[config.mk]
export PLATFORM = sky130hd
export DESIGN_NAME = phase_shift_ctl
export DESIGN_NICKNAME = d
export VERILOG_FILES = /design/src/phase_ctl_pkg.sv /design/src/event_irq.sv /design/src/phase_shift_ctl.sv /design/src/phase_word_reg.sv
export SDC_FILE = /design/constraint.sdc
export NUM_CORES = 1
export LEC_CHECK = 0
export BUFFER_PORTS_ARGS = -buffer_cell sky130_fd_sc_hd__buf_2
export CORE_MARGIN = 10
export CORE_UTILIZATION = 35
export DETAILED_ROUTE_END_ITERATION = 7
export GPL_TIMING_DRIVEN = 0
export PLACE_DENSITY_LB_ADDON = 0.15
export SYNTH_ARGS = -nofsm -noshare
export SYNTH_HDL_FRONTEND = slang
export SYNTH_SLANG_ARGS = --single-unit
export TNS_END_PERCENT = 1
[constraint.sdc]
create_clock -name clk -period 2 [get_ports clk]
set_input_delay 0.1 -clock clk [delete_from_list [all_inputs] [get_ports clk]]
set_output_delay 0.1 -clock clk [all_outputs]
set_load 0.01 [all_outputs]
[src/phase_ctl_pkg.sv]
/*
 * Constants, register map and quadrature decode for the post-divider
 * phase control block.
 * Assumes byte-wide register access over a plain strobe port.
 */
package phase_ctl_pkg;

   // ==========================================================
   // Bus geometry
   localparam int ADDR_W = 8;
   localparam int DATA_W = 8;

   // ==========================================================
   // Phase word layout
   localparam int DIV_COUNT = 11;
   localparam int WORD_W    = 16;
   localparam int COARSE_LSB = 0;
   localparam int COARSE_W   = 13;
   localparam int QUAD_LSB   = 13;
   localparam int QUAD_W     = 3;
   localparam int STEPS_W    = 4;
   localparam logic [WORD_W-1:0] PHASE_RESET = 16'h0000;

   // Low byte address of each phase word; high byte follows it
   localparam logic [ADDR_W-1:0] PHASE_ADDR [DIV_COUNT] = '{
      8'hbf, 8'hc1, 8'hc7, 8'hc9, 8'hcb, 8'hcd,
      8'hcf, 8'hd1, 8'hd3, 8'hd5, 8'hd7};
   localparam logic [ADDR_W-1:0] HI_BYTE_STEP = 8'h01;

   // ==========================================================
   // Other registers
   localparam logic [ADDR_W-1:0] LOCK_CLR_ADDR = 8'hba;
   localparam int                LOCK_CLR_BIT  = 3;
   localparam logic [ADDR_W-1:0] OSC_SEL_ADDR  = 8'hc3;
   localparam int                OSC_SEL_BIT   = 0;
   localparam logic              OSC_SEL_RESET = 1'b0;
   localparam logic [ADDR_W-1:0] REV2_ADDR     = 8'hc6;
   localparam logic [ADDR_W-1:0] IRQ_STAT_ADDR = 8'hf0;
   localparam logic [ADDR_W-1:0] IRQ_CLR_ADDR  = 8'hf1;
   localparam logic [ADDR_W-1:0] IRQ_EN_ADDR   = 8'hf2;

   // ==========================================================
   // Event bits
   localparam int EV_COUNT     = 4;
   localparam int EV_COMMIT    = 0;
   localparam int EV_ORPHAN_HI = 1;
   localparam int EV_OSC_CHG   = 2;
   localparam int EV_LOCK_CLR  = 3;
   localparam logic [EV_COUNT-1:0] EV_RESET = 4'h0;

   // ==========================================================
   // Quadrature codes
   localparam logic [QUAD_W-1:0] QUAD_NONE = 3'h0;
   localparam logic [QUAD_W-1:0] QUAD_M45  = 3'h1;
   localparam logic [QUAD_W-1:0] QUAD_M90  = 3'h2;
   localparam logic [QUAD_W-1:0] QUAD_M135 = 3'h3;
   localparam logic [QUAD_W-1:0] QUAD_180  = 3'h4;
   localparam logic [QUAD_W-1:0] QUAD_P135 = 3'h5;
   localparam logic [QUAD_W-1:0] QUAD_P90  = 3'h6;
   localparam logic [QUAD_W-1:0] QUAD_P45  = 3'h7;

   // Signed count of 45 degree steps for a quadrature code
   function automatic logic signed [STEPS_W-1:0] quad_steps(input logic [QUAD_W-1:0] code);
      case (code)
         QUAD_NONE: quad_steps = 4'sh0;
         QUAD_M45:  quad_steps = -4'sh1;
         QUAD_M90:  quad_steps = -4'sh2;
         QUAD_M135: quad_steps = -4'sh3;
         QUAD_180:  quad_steps = 4'sh4;
         QUAD_P135: quad_steps = 4'sh3;
         QUAD_P90:  quad_steps = 4'sh2;
         QUAD_P45:  quad_steps = 4'sh1;
         default:   quad_steps = 4'sh0;
      endcase
   endfunction

endpackage

[src/event_irq.sv]
/*
 * Sticky event status with enable mask and one level interrupt.
 * Assumes clear and enable writes arrive as one-cycle strobes.
 */
`timescale 1ns/1ps
module event_irq (
   // Clock and reset
   input  wire logic                                 clk,
   input  wire logic                                 nrst,
   // Events and software access
   input  wire logic [phase_ctl_pkg::EV_COUNT-1:0]   events,
   input  wire logic                                 clr_wr,
   input  wire logic                                 en_wr,
   input  wire logic [phase_ctl_pkg::EV_COUNT-1:0]   wbits,
   // State
   output logic      [phase_ctl_pkg::EV_COUNT-1:0]   status_q,
   output logic      [phase_ctl_pkg::EV_COUNT-1:0]   enable_q,
   output logic                                      irq_q
);
   import phase_ctl_pkg::*;

   logic [EV_COUNT-1:0] status_d;
   logic [EV_COUNT-1:0] enable_d;

   // Set wins over a clear in the same cycle
   always_comb begin
      status_d = (status_q & ~(clr_wr ? wbits : EV_RESET)) | events;
      enable_d = en_wr ? wbits : enable_q;
   end

   always_ff @(posedge clk or negedge nrst) begin
      if (!nrst) begin
         status_q <= EV_RESET;
         enable_q <= EV_RESET;
      end else begin
         status_q <= status_d;
         enable_q <= enable_d;
      end
   end

   always_ff @(posedge clk or negedge nrst) begin
      if (!nrst) begin
         irq_q <= 1'b0;
      end else begin
         irq_q <= |(status_d & enable_d);
      end
   end

endmodule

[src/phase_shift_ctl.sv]
/*
 * Register bank for coarse and quadrature phase shift of the synthesizer
 * post-dividers, oscillator driver select, secondary revision and the
 * synthesizer 3 lock-loss clear bit.
 * Assumes a byte-wide strobe port; read data stand one cycle after the read.
 */
// The address-and-strobe port is this design's own decision.
// Behaviour
// - Low thirteen bits are a signed count of synthesizer periods of shift.
// - Zero no shift; negative delays, positive advances, by that many periods.
// - Top three bits pick an extra quadrature shift in 45 degree steps.
// - Codes 000 0, 001 -45, 010 -90, 100 180, 101 +135, 110 +90, 111 +45.
// - Both settings apply together to all clocks of that post-divider.
// - Oscillator select bit zero clear enables the driver, set disables it.
// - Fixed eight-bit secondary revision code is readable.
// - Clear register bit three clears synthesizer 3 lock-loss sticky flag.
`timescale 1ns/1ps
module phase_shift_ctl #(
   // Arbitrary neutral value
   parameter logic [7:0] REVISION_CODE = 8'h5a
) (
   // Clock and reset
   input  wire logic                                   clk,
   input  wire logic                                   nrst,
   // Register port
   input  wire logic [phase_ctl_pkg::ADDR_W-1:0]       addr,
   input  wire logic [phase_ctl_pkg::DATA_W-1:0]       wdata,
   input  wire logic                                   wr,
   input  wire logic                                   rd,
   output logic      [phase_ctl_pkg::DATA_W-1:0]       rdata,
   // Oscillator, lock-loss and interrupt
   output logic                                        osc_driver_en,
   output logic                                        synth3_lock_loss_clear,
   output logic                                        irq,
   // Synthesizer 0
   output logic      [phase_ctl_pkg::COARSE_W-1:0]     synth0_div_c_coarse_offset,
   output logic      [phase_ctl_pkg::QUAD_W-1:0]       synth0_div_c_quadrature,
   output logic      [phase_ctl_pkg::STEPS_W-1:0]      synth0_div_c_quad_steps,
   output logic      [phase_ctl_pkg::COARSE_W-1:0]     synth0_div_d_coarse_offset,
   output logic      [phase_ctl_pkg::QUAD_W-1:0]       synth0_div_d_quadrature,
   output logic      [phase_ctl_pkg::STEPS_W-1:0]      synth0_div_d_quad_steps,
   // Synthesizer 1
   output logic      [phase_ctl_pkg::COARSE_W-1:0]     synth1_div_c_coarse_offset,
   output logic      [phase_ctl_pkg::QUAD_W-1:0]       synth1_div_c_quadrature,
   output logic      [phase_ctl_pkg::STEPS_W-1:0]      synth1_div_c_quad_steps,
   output logic      [phase_ctl_pkg::COARSE_W-1:0]     synth1_div_d_coarse_offset,
   output logic      [phase_ctl_pkg::QUAD_W-1:0]       synth1_div_d_quadrature,
   output logic      [phase_ctl_pkg::STEPS_W-1:0]      synth1_div_d_quad_steps,
   // Synthesizer 2
   output logic      [phase_ctl_pkg::COARSE_W-1:0]     synth2_div_a_coarse_offset,
   output logic      [phase_ctl_pkg::QUAD_W-1:0]       synth2_div_a_quadrature,
   output logic      [phase_ctl_pkg::STEPS_W-1:0]      synth2_div_a_quad_steps,
   output logic      [phase_ctl_pkg::COARSE_W-1:0]     synth2_div_b_coarse_offset,
   output logic      [phase_ctl_pkg::QUAD_W-1:0]       synth2_div_b_quadrature,
   output logic      [phase_ctl_pkg::STEPS_W-1:0]      synth2_div_b_quad_steps,
   output logic      [phase_ctl_pkg::COARSE_W-1:0]     synth2_div_c_coarse_offset,
   output logic      [phase_ctl_pkg::QUAD_W-1:0]       synth2_div_c_quadrature,
   output logic      [phase_ctl_pkg::STEPS_W-1:0]      synth2_div_c_quad_steps,
   output logic      [phase_ctl_pkg::COARSE_W-1:0]     synth2_div_d_coarse_offset,
   output logic      [phase_ctl_pkg::QUAD_W-1:0]       synth2_div_d_quadrature,
   output logic      [phase_ctl_pkg::STEPS_W-1:0]      synth2_div_d_quad_steps,
   // Synthesizer 3
   output logic      [phase_ctl_pkg::COARSE_W-1:0]     synth3_div_a_coarse_offset,
   output logic      [phase_ctl_pkg::QUAD_W-1:0]       synth3_div_a_quadrature,
   output logic      [phase_ctl_pkg::STEPS_W-1:0]      synth3_div_a_quad_steps,
   output logic      [phase_ctl_pkg::COARSE_W-1:0]     synth3_div_b_coarse_offset,
   output logic      [phase_ctl_pkg::QUAD_W-1:0]       synth3_div_b_quadrature,
   output logic      [phase_ctl_pkg::STEPS_W-1:0]      synth3_div_b_quad_steps,
   output logic      [phase_ctl_pkg::COARSE_W-1:0]     synth3_div_c_coarse_offset,
   output logic      [phase_ctl_pkg::QUAD_W-1:0]       synth3_div_c_quadrature,
   output logic      [phase_ctl_pkg::STEPS_W-1:0]      synth3_div_c_quad_steps
);
   import phase_ctl_pkg::*;

   // ==========================================================
   // Local state
   logic [WORD_W-1:0]         word_q  [DIV_COUNT];
   logic signed [STEPS_W-1:0] steps_q [DIV_COUNT];
   logic [DIV_COUNT-1:0]      lo_wr;
   logic [DIV_COUNT-1:0]      hi_wr;
   logic [DIV_COUNT-1:0]      commit;
   logic [DIV_COUNT-1:0]      orphan;
   logic                      osc_sel_q;
   logic                      osc_drv_q;
   logic                      lock_clr_q;
   logic [DATA_W-1:0]         rdata_q;
   logic [DATA_W-1:0]         rdata_d;
   logic [EV_COUNT-1:0]       events;
   logic [EV_COUNT-1:0]       ev_status;
   logic [EV_COUNT-1:0]       ev_enable;
   logic                      irq_q;

   // ==========================================================
   // Phase words, one per post-divider
   generate
      for (genvar i = 0; i < DIV_COUNT; i++) begin : g_div
         assign lo_wr[i] = wr && (addr == PHASE_ADDR[i]);
         assign hi_wr[i] = wr && (addr == PHASE_ADDR[i] + HI_BYTE_STEP);

         phase_word_reg u_word (
            .clk    (clk),
            .nrst   (nrst),
            .lo_wr  (lo_wr[i]),
            .hi_wr  (hi_wr[i]),
            .wdata  (wdata),
            .word_q (word_q[i]),
            .commit (commit[i]),
            .orphan (orphan[i])
         );

         // Quadrature code to signed 45 degree steps; 011 is -135 on all
         always_ff @(posedge clk or negedge nrst) begin
            if (!nrst) begin
               steps_q[i] <= '0;
            end else begin
               steps_q[i] <= quad_steps(word_q[i][QUAD_LSB +: QUAD_W]);
            end
         end
      end
   endgenerate

   // ==========================================================
   // Oscillator select and driver enable
   always_ff @(posedge clk or negedge nrst) begin
      if (!nrst) begin
         osc_sel_q <= OSC_SEL_RESET;
         osc_drv_q <= ~OSC_SEL_RESET;
      end else if (wr && addr == OSC_SEL_ADDR) begin
         osc_sel_q <= wdata[OSC_SEL_BIT];
         osc_drv_q <= ~wdata[OSC_SEL_BIT];
      end
   end

   // ==========================================================
   // Synthesizer 3 lock-loss clear, held as a level
   always_ff @(posedge clk or negedge nrst) begin
      if (!nrst) begin
         lock_clr_q <= 1'b0;
      end else if (wr && addr == LOCK_CLR_ADDR) begin
         lock_clr_q <= wdata[LOCK_CLR_BIT];
      end
   end

   // ==========================================================
   // Events for the interrupt block
   always_comb begin
      events               = EV_RESET;
      events[EV_COMMIT]    = |commit;
      events[EV_ORPHAN_HI] = |orphan;
      events[EV_OSC_CHG]   = wr && addr == OSC_SEL_ADDR && wdata[OSC_SEL_BIT] != osc_sel_q;
      events[EV_LOCK_CLR]  = wr && addr == LOCK_CLR_ADDR && wdata[LOCK_CLR_BIT] && !lock_clr_q;
   end

   event_irq u_irq (
      .clk      (clk),
      .nrst     (nrst),
      .events   (events),
      .clr_wr   (wr && addr == IRQ_CLR_ADDR),
      .en_wr    (wr && addr == IRQ_EN_ADDR),
      .wbits    (wdata[EV_COUNT-1:0]),
      .status_q (ev_status),
      .enable_q (ev_enable),
      .irq_q    (irq_q)
   );

   // ==========================================================
   // Read decode; unmapped addresses read zero
   always_comb begin
      rdata_d = '0;
      for (int i = 0; i < DIV_COUNT; i++) begin
         if (addr == PHASE_ADDR[i]) begin
            rdata_d = word_q[i][DATA_W-1:0];
         end
         if (addr == PHASE_ADDR[i] + HI_BYTE_STEP) begin
            rdata_d = word_q[i][WORD_W-1:DATA_W];
         end
      end
      case (addr)
         OSC_SEL_ADDR: begin
            rdata_d[OSC_SEL_BIT] = osc_sel_q;
         end
         LOCK_CLR_ADDR: begin
            rdata_d[LOCK_CLR_BIT] = lock_clr_q;
         end
         REV2_ADDR: begin
            rdata_d = REVISION_CODE;
         end
         IRQ_STAT_ADDR: begin
            rdata_d[EV_COUNT-1:0] = ev_status;
         end
         IRQ_EN_ADDR: begin
            rdata_d[EV_COUNT-1:0] = ev_enable;
         end
         default: begin
            rdata_d = rdata_d;
         end
      endcase
   end

   // Data stand only in the cycle after the read strobe
   always_ff @(posedge clk or negedge nrst) begin
      if (!nrst) begin
         rdata_q <= '0;
      end else begin
         rdata_q <= rd ? rdata_d : '0;
      end
   end

   // ==========================================================
   // Outputs
   assign rdata                  = rdata_q;
   assign osc_driver_en          = osc_drv_q;
   assign synth3_lock_loss_clear = lock_clr_q;
   assign irq                    = irq_q;

   // Raw signed coarse count; whole word moves together
   assign synth0_div_c_coarse_offset = word_q[0][COARSE_LSB +: COARSE_W];
   assign synth0_div_c_quadrature    = word_q[0][QUAD_LSB +: QUAD_W];
   assign synth0_div_c_quad_steps    = steps_q[0];
   assign synth0_div_d_coarse_offset = word_q[1][COARSE_LSB +: COARSE_W];
   assign synth0_div_d_quadrature    = word_q[1][QUAD_LSB +: QUAD_W];
   assign synth0_div_d_quad_steps    = steps_q[1];
   assign synth1_div_c_coarse_offset = word_q[2][COARSE_LSB +: COARSE_W];
   assign synth1_div_c_quadrature    = word_q[2][QUAD_LSB +: QUAD_W];
   assign synth1_div_c_quad_steps    = steps_q[2];
   assign synth1_div_d_coarse_offset = word_q[3][COARSE_LSB +: COARSE_W];
   assign synth1_div_d_quadrature    = word_q[3][QUAD_LSB +: QUAD_W];
   assign synth1_div_d_quad_steps    = steps_q[3];
   assign synth2_div_a_coarse_offset = word_q[4][COARSE_LSB +: COARSE_W];
   assign synth2_div_a_quadrature    = word_q[4][QUAD_LSB +: QUAD_W];
   assign synth2_div_a_quad_steps    = steps_q[4];
   assign synth2_div_b_coarse_offset = word_q[5][COARSE_LSB +: COARSE_W];
   assign synth2_div_b_quadrature    = word_q[5][QUAD_LSB +: QUAD_W];
   assign synth2_div_b_quad_steps    = steps_q[5];
   assign synth2_div_c_coarse_offset = word_q[6][COARSE_LSB +: COARSE_W];
   assign synth2_div_c_quadrature    = word_q[6][QUAD_LSB +: QUAD_W];
   assign synth2_div_c_quad_steps    = steps_q[6];
   assign synth2_div_d_coarse_offset = word_q[7][COARSE_LSB +: COARSE_W];
   assign synth2_div_d_quadrature    = word_q[7][QUAD_LSB +: QUAD_W];
   assign synth2_div_d_quad_steps    = steps_q[7];
   assign synth3_div_a_coarse_offset = word_q[8][COARSE_LSB +: COARSE_W];
   assign synth3_div_a_quadrature    = word_q[8][QUAD_LSB +: QUAD_W];
   assign synth3_div_a_quad_steps    = steps_q[8];
   assign synth3_div_b_coarse_offset = word_q[9][COARSE_LSB +: COARSE_W];
   assign synth3_div_b_quadrature    = word_q[9][QUAD_LSB +: QUAD_W];
   assign synth3_div_b_quad_steps    = steps_q[9];
   assign synth3_div_c_coarse_offset = word_q[10][COARSE_LSB +: COARSE_W];
   assign synth3_div_c_quadrature    = word_q[10][QUAD_LSB +: QUAD_W];
   assign synth3_div_c_quad_steps    = steps_q[10];

endmodule

[src/phase_word_reg.sv]
/*
 * One sixteen-bit phase word written as two bytes, applied whole.
 * Assumes the low byte is written before the high byte.
 */
`timescale 1ns/1ps
module phase_word_reg (
   // Clock and reset
   input  wire logic                               clk,
   input  wire logic                               nrst,
   // Byte writes
   input  wire logic                               lo_wr,
   input  wire logic                               hi_wr,
   input  wire logic [phase_ctl_pkg::DATA_W-1:0]   wdata,
   // Word and events
   output logic      [phase_ctl_pkg::WORD_W-1:0]   word_q,
   output logic                                    commit,
   output logic                                    orphan
);
   import phase_ctl_pkg::*;

   logic [DATA_W-1:0] stage_q;
   logic              pend_q;

   // ==========================================================
   // Low byte staging
   always_ff @(posedge clk or negedge nrst) begin
      if (!nrst) begin
         stage_q <= '0;
         pend_q  <= 1'b0;
      end else if (lo_wr) begin
         stage_q <= wdata;
         pend_q  <= 1'b1;
      end else if (hi_wr) begin
         pend_q  <= 1'b0;
      end
   end

   // ==========================================================
   // Whole-word update on the high byte
   always_ff @(posedge clk or negedge nrst) begin
      if (!nrst) begin
         word_q <= PHASE_RESET;
      end else if (hi_wr) begin
         word_q <= {wdata, pend_q ? stage_q : word_q[DATA_W-1:0]};
      end
   end

   assign commit = hi_wr;
   assign orphan = hi_wr & ~pend_q;

endmodule

==> impl_metrics.py <==
metrics = {
    "outcome": {
        "status": "finished with violations",
        "failed_checks": "setup timing",
    },
    "floorplanning": {
        "fp.coreArea_mm2": 0.04176,
        "initial_core_util_pct": 35.31,
        "die_h_um": 225.3,
        "die_w_um": 225.3,
        "die_area_mm2": 0.05074,
        "ioPinCount": 251,
        "rows": 75,
    },
    "worst_setup_path": {
        "critPathKind": "input pin to flip-flop",
        "setup.worst_path.start": "addr[2]",
        "cpMaxStageDelayCell": "or4b_4",
        "worstSetupEndpointType": "flip-flop",
        "crit_chain": "buf_2 -> clkbuf_4 -> or4b_4 -> buf_6 -> o21ai_0 -> a21oi_1 -> o22ai_1 -> a211o_1 -> a31oi_1",
        "cp.buffers_inverters": 3,
        "reg2reg_from": "g_div[1].u_word.word_q[1]$_DFFE_PN0P_",
        "start_kind": "input pin",
        "cp_top_family": "compound AO/OA/AOI/OAI gates",
        "max_stage_delay_ps": 550,
        "cp.arrival_ps": 2490,
        "crit_fanout": 10,
        "critPathRequiredTime_ps": 2410,
    },
    "global_routing": {
        "grt_pass1_vias": 11350,
        "grt_usage_pct": 21.44,
        "grt_max_degree": 118,
        "grt_pass1_wl_um": 79950,
        "grt_antenna_before_repair": 5,
        "grt-ovfl-total": 0,
    },
    "logic_synthesis": {
        "synth_warnings": 0,
        "synth.distinct_cells": 74,
        "synth_area_leaders": "dfrtp_1, mux2_2, nand2_1, clkbuf_1, o21ai_0",
        "ys_seq_area_share_pct": 57.53,
        "synth_flop_cell": "dfrtp_1",
        "syn-mean-instance-area_um2": 12.90,
        "syn_inst": 1143,
        "syn-cell-area_mm2": 0.01475,
        "synthesis.nets": 1174,
        "synth_top_area_share_pct": 57.36,
        "synth_edf_count": 0,
        "async_reset_ff_share_pct": 100.0,
        "ys_seq_elements": 339,
        "synth_largest_area_cell": "dfrtp_1",
    },
    "placement": {
        "io_buffers": 247,
        "gp_congestion": 0.9405,
        "place_area_mm2": 0.01675,
        "hpwl_um": 40710,
    },
    "timing": {
        "fin_ws_ps": -80.55,
        "rsz0062_at_grt": "true",
        "skew_ps": 22.10,
        "slew_headroom_pct": 31.83,
        "finalMaxSlewViolations": 0,
        "max_freq_mhz": 480.6,
        "finalCriticalPeriod_ps": 2081,
        "hold_viol_final": 0,
        "setup_viol": 4,
        "min_period_over_period_pct": 104.0,
        "worstMarginPinSlew_ps": 1022,
    },
    "pwr": {
        "p_total_uw": 15480,
        "p_leak_uw": 0.009479,
        "ir_worst_vdd_uv": 633.4,
        "powerDensity_mw_per_mm2": 847.2,
    },
    "cts": {
        "cts_buffers": 39,
        "cts_root_buf": "clkbuf_16",
        "worst_skew_pair.late_latency_ps": 550,
        "htree_levels": 2,
        "cts_tree": "yes",
        "clockBufferDepth": 3,
        "clk_pin_slew_worst_paths_ps": 60,
        "cts_sinks": 339,
    },
    "detailed_routing": {
        "wirelength_um": 55130,
        "drc": 0,
        "wl_per_cell_um": 27.39,
        "ant_nets": 0,
        "drtPass1Iterations": 5,
        "num_vias": 11010,
        "drt-initial-drc-count": 1085,
        "viasPerCell": 5.468,
    },
    "finish": {
        "final_area_mm2": 0.01827,
        "area_growth_pct": 23.88,
        "multiInputGateArea_mm2": 0.005953,
        "layout-drive-gt1-share_pct": 45.07,
        "layout.nets": 1476,
        "n_fill_cell": 3994,
        "regArea_mm2": 0.008486,
    },
    "min_path": {
        "hold_path_class": "input pin to asynchronous set/reset pin",
    },
    "job": {
        "cap_viol_max_count": 0,
    },
}
kinds of logic (layout without fill, tap and decap cells):
family	after synthesis	count (layout)	synth area share, %
flops	339	339	57.53
mux	279	279	21.35
simple gates	216	216	7.814
compound gates	176	176	8.383
buf+inv	110	438	3.275
xor+xnor	12	12	0.7127
fa+ha+maj	11	11	0.9333
other cells	0	3	0
stage by stage:
stage / util (%) / setup TNS, ps / hold WS [ps] / cells / setup WS, ps
2_1_floorplan: - / 0 / -195.6 / 1143 / 132.4
3_3_place_gp: 39.89 / -2084390 / 389.6 / 1929 / -5871
3_5_place_dp: 40.11 / -121050 / -10.75 / 1932 / -1018
4_1_cts: 43.46 / -1051 / 1.722 / 2008 / -97.55
5_1_grt: 43.74 / -441.3 / 22.80 / 2012 / -113.9
6_report: 43.75 / -253.5 / 3.063 / 2013 / -80.55
per-layer routing:
layer  share of wire (%)  global-route usage, %  routed length [µm]
met1                  43                  27.94               23450
met2                  47                  33.62               25790
met3                 7.4                  5.621                4080
met4                 3.3                  7.952                1802
met5               0.024                      0                  13
state kept, by name, summed over array words and instances, names as in the netlist, 8 cells and up:
register	count
g_div.u_word.pend_q	11
g_div.u_word.stage_q	88
g_div.u_word.word_q	176
rdata	8
cell type report:
cell class	count	share of cell area [%]
repair buffers	261	7.849
inverters	36	0.7397
clock buffers	58	6.006
clock inverters	9	0.5548
diodes	3	0.04109
flip-flops and latches	339	46.45
well taps	539	3.692
multi-input cells	694	32.59
plain buffers	74	2.082
worst paths after layout:
path / depth (start not counted) / slack, ps / end
min in group clk: 3 / 40 / u_irq.enable_q[0]$_DFF_PN0_
min reg2reg: 0 / 430 / synth3_div_b_quad_steps[0]$_DFF_PN0_
min: 2 / 3 / synth2_div_a_quad_steps[2]$_DFF_PN0_
max: 9 / -80 / rdata[3]$_DFF_PN0_
max reg2reg: 6 / -80 / rdata[1]$_DFF_PN0_
max in group asynchronous: 4 / 610 / g_div[10].u_word.word_q[12]$_DFFE_PN0P_
where the power goes:
| group | internal [µW] | leakage (µW) | switching [µW] | total [µW] |
|---|---|---|---|---|
| sequential | 7150 | 0.00467 | 201 | 7360 |
| combinational | 458 | 0.00422 | 785 | 1240 |
| clock | 4040 | 0.000586 | 2840 | 6880 |
Yosys cell counts (3+ instances only):
master	n
a211o_1	4
a21o_1	3
a21oi_1	29
a221o_1	5
a221oi_1	16
a222oi_1	3
a22o_1	6
a22oi_1	13
a31oi_1	10
a32oi_1	4
and2_1	3
and3_1	8
and4b_1	3
buf_2	23
buf_4	5
buf_6	3
clkbuf_1	43
dfrtp_1	338
ha_1	11
inv_1	36
mux2_2	274
mux2i_1	4
nand2_1	76
nand2b_1	3
nand3_1	25
nand4_1	6
nand4b_1	3
nor2_1	39
nor2b_1	6
nor3_1	12
nor3_2	6
o2111ai_1	3
o211ai_1	5
o21ai_0	32
o221ai_1	8
o22ai_1	13
or3_1	4
xnor2_1	12
worst reg2reg max path, cell delays in order (launching register included):
cell	delay, ps
dfrtp_1	430
a22oi_1	160
o21ai_0	90
a222oi_1	640
o221ai_2	270
o21ai_2	230
a31oi_2	130
layout by cell type (no fill, tap or decap), drive strengths merged, types with 11 or more instances in the layout:
cell | netlist | layout
mux2 | 274 | 274
o21ai | 34 | 34
buf | 31 | 280
nor3 | 19 | 19
a22oi | 13 | 13
nor2 | 41 | 41
o22ai | 13 | 13
a21oi | 29 | 29
a221oi | 16 | 16
ha | 11 | 11
nand2 | 76 | 76
clkbuf | 43 | 104
nand3 | 27 | 27
inv | 36 | 37
xnor2 | 12 | 12
dfrtp | 338 | 338
repair_timing:
item,4_1_cts,5_1_grt
gates resized for setup,24,36
hold endpoints to repair,262,0
buffers inserted,0,2
setup endpoints to repair,33,171
hold buffers,9,0
pin swaps,5,5
Power figures use the tool's default switching activity.
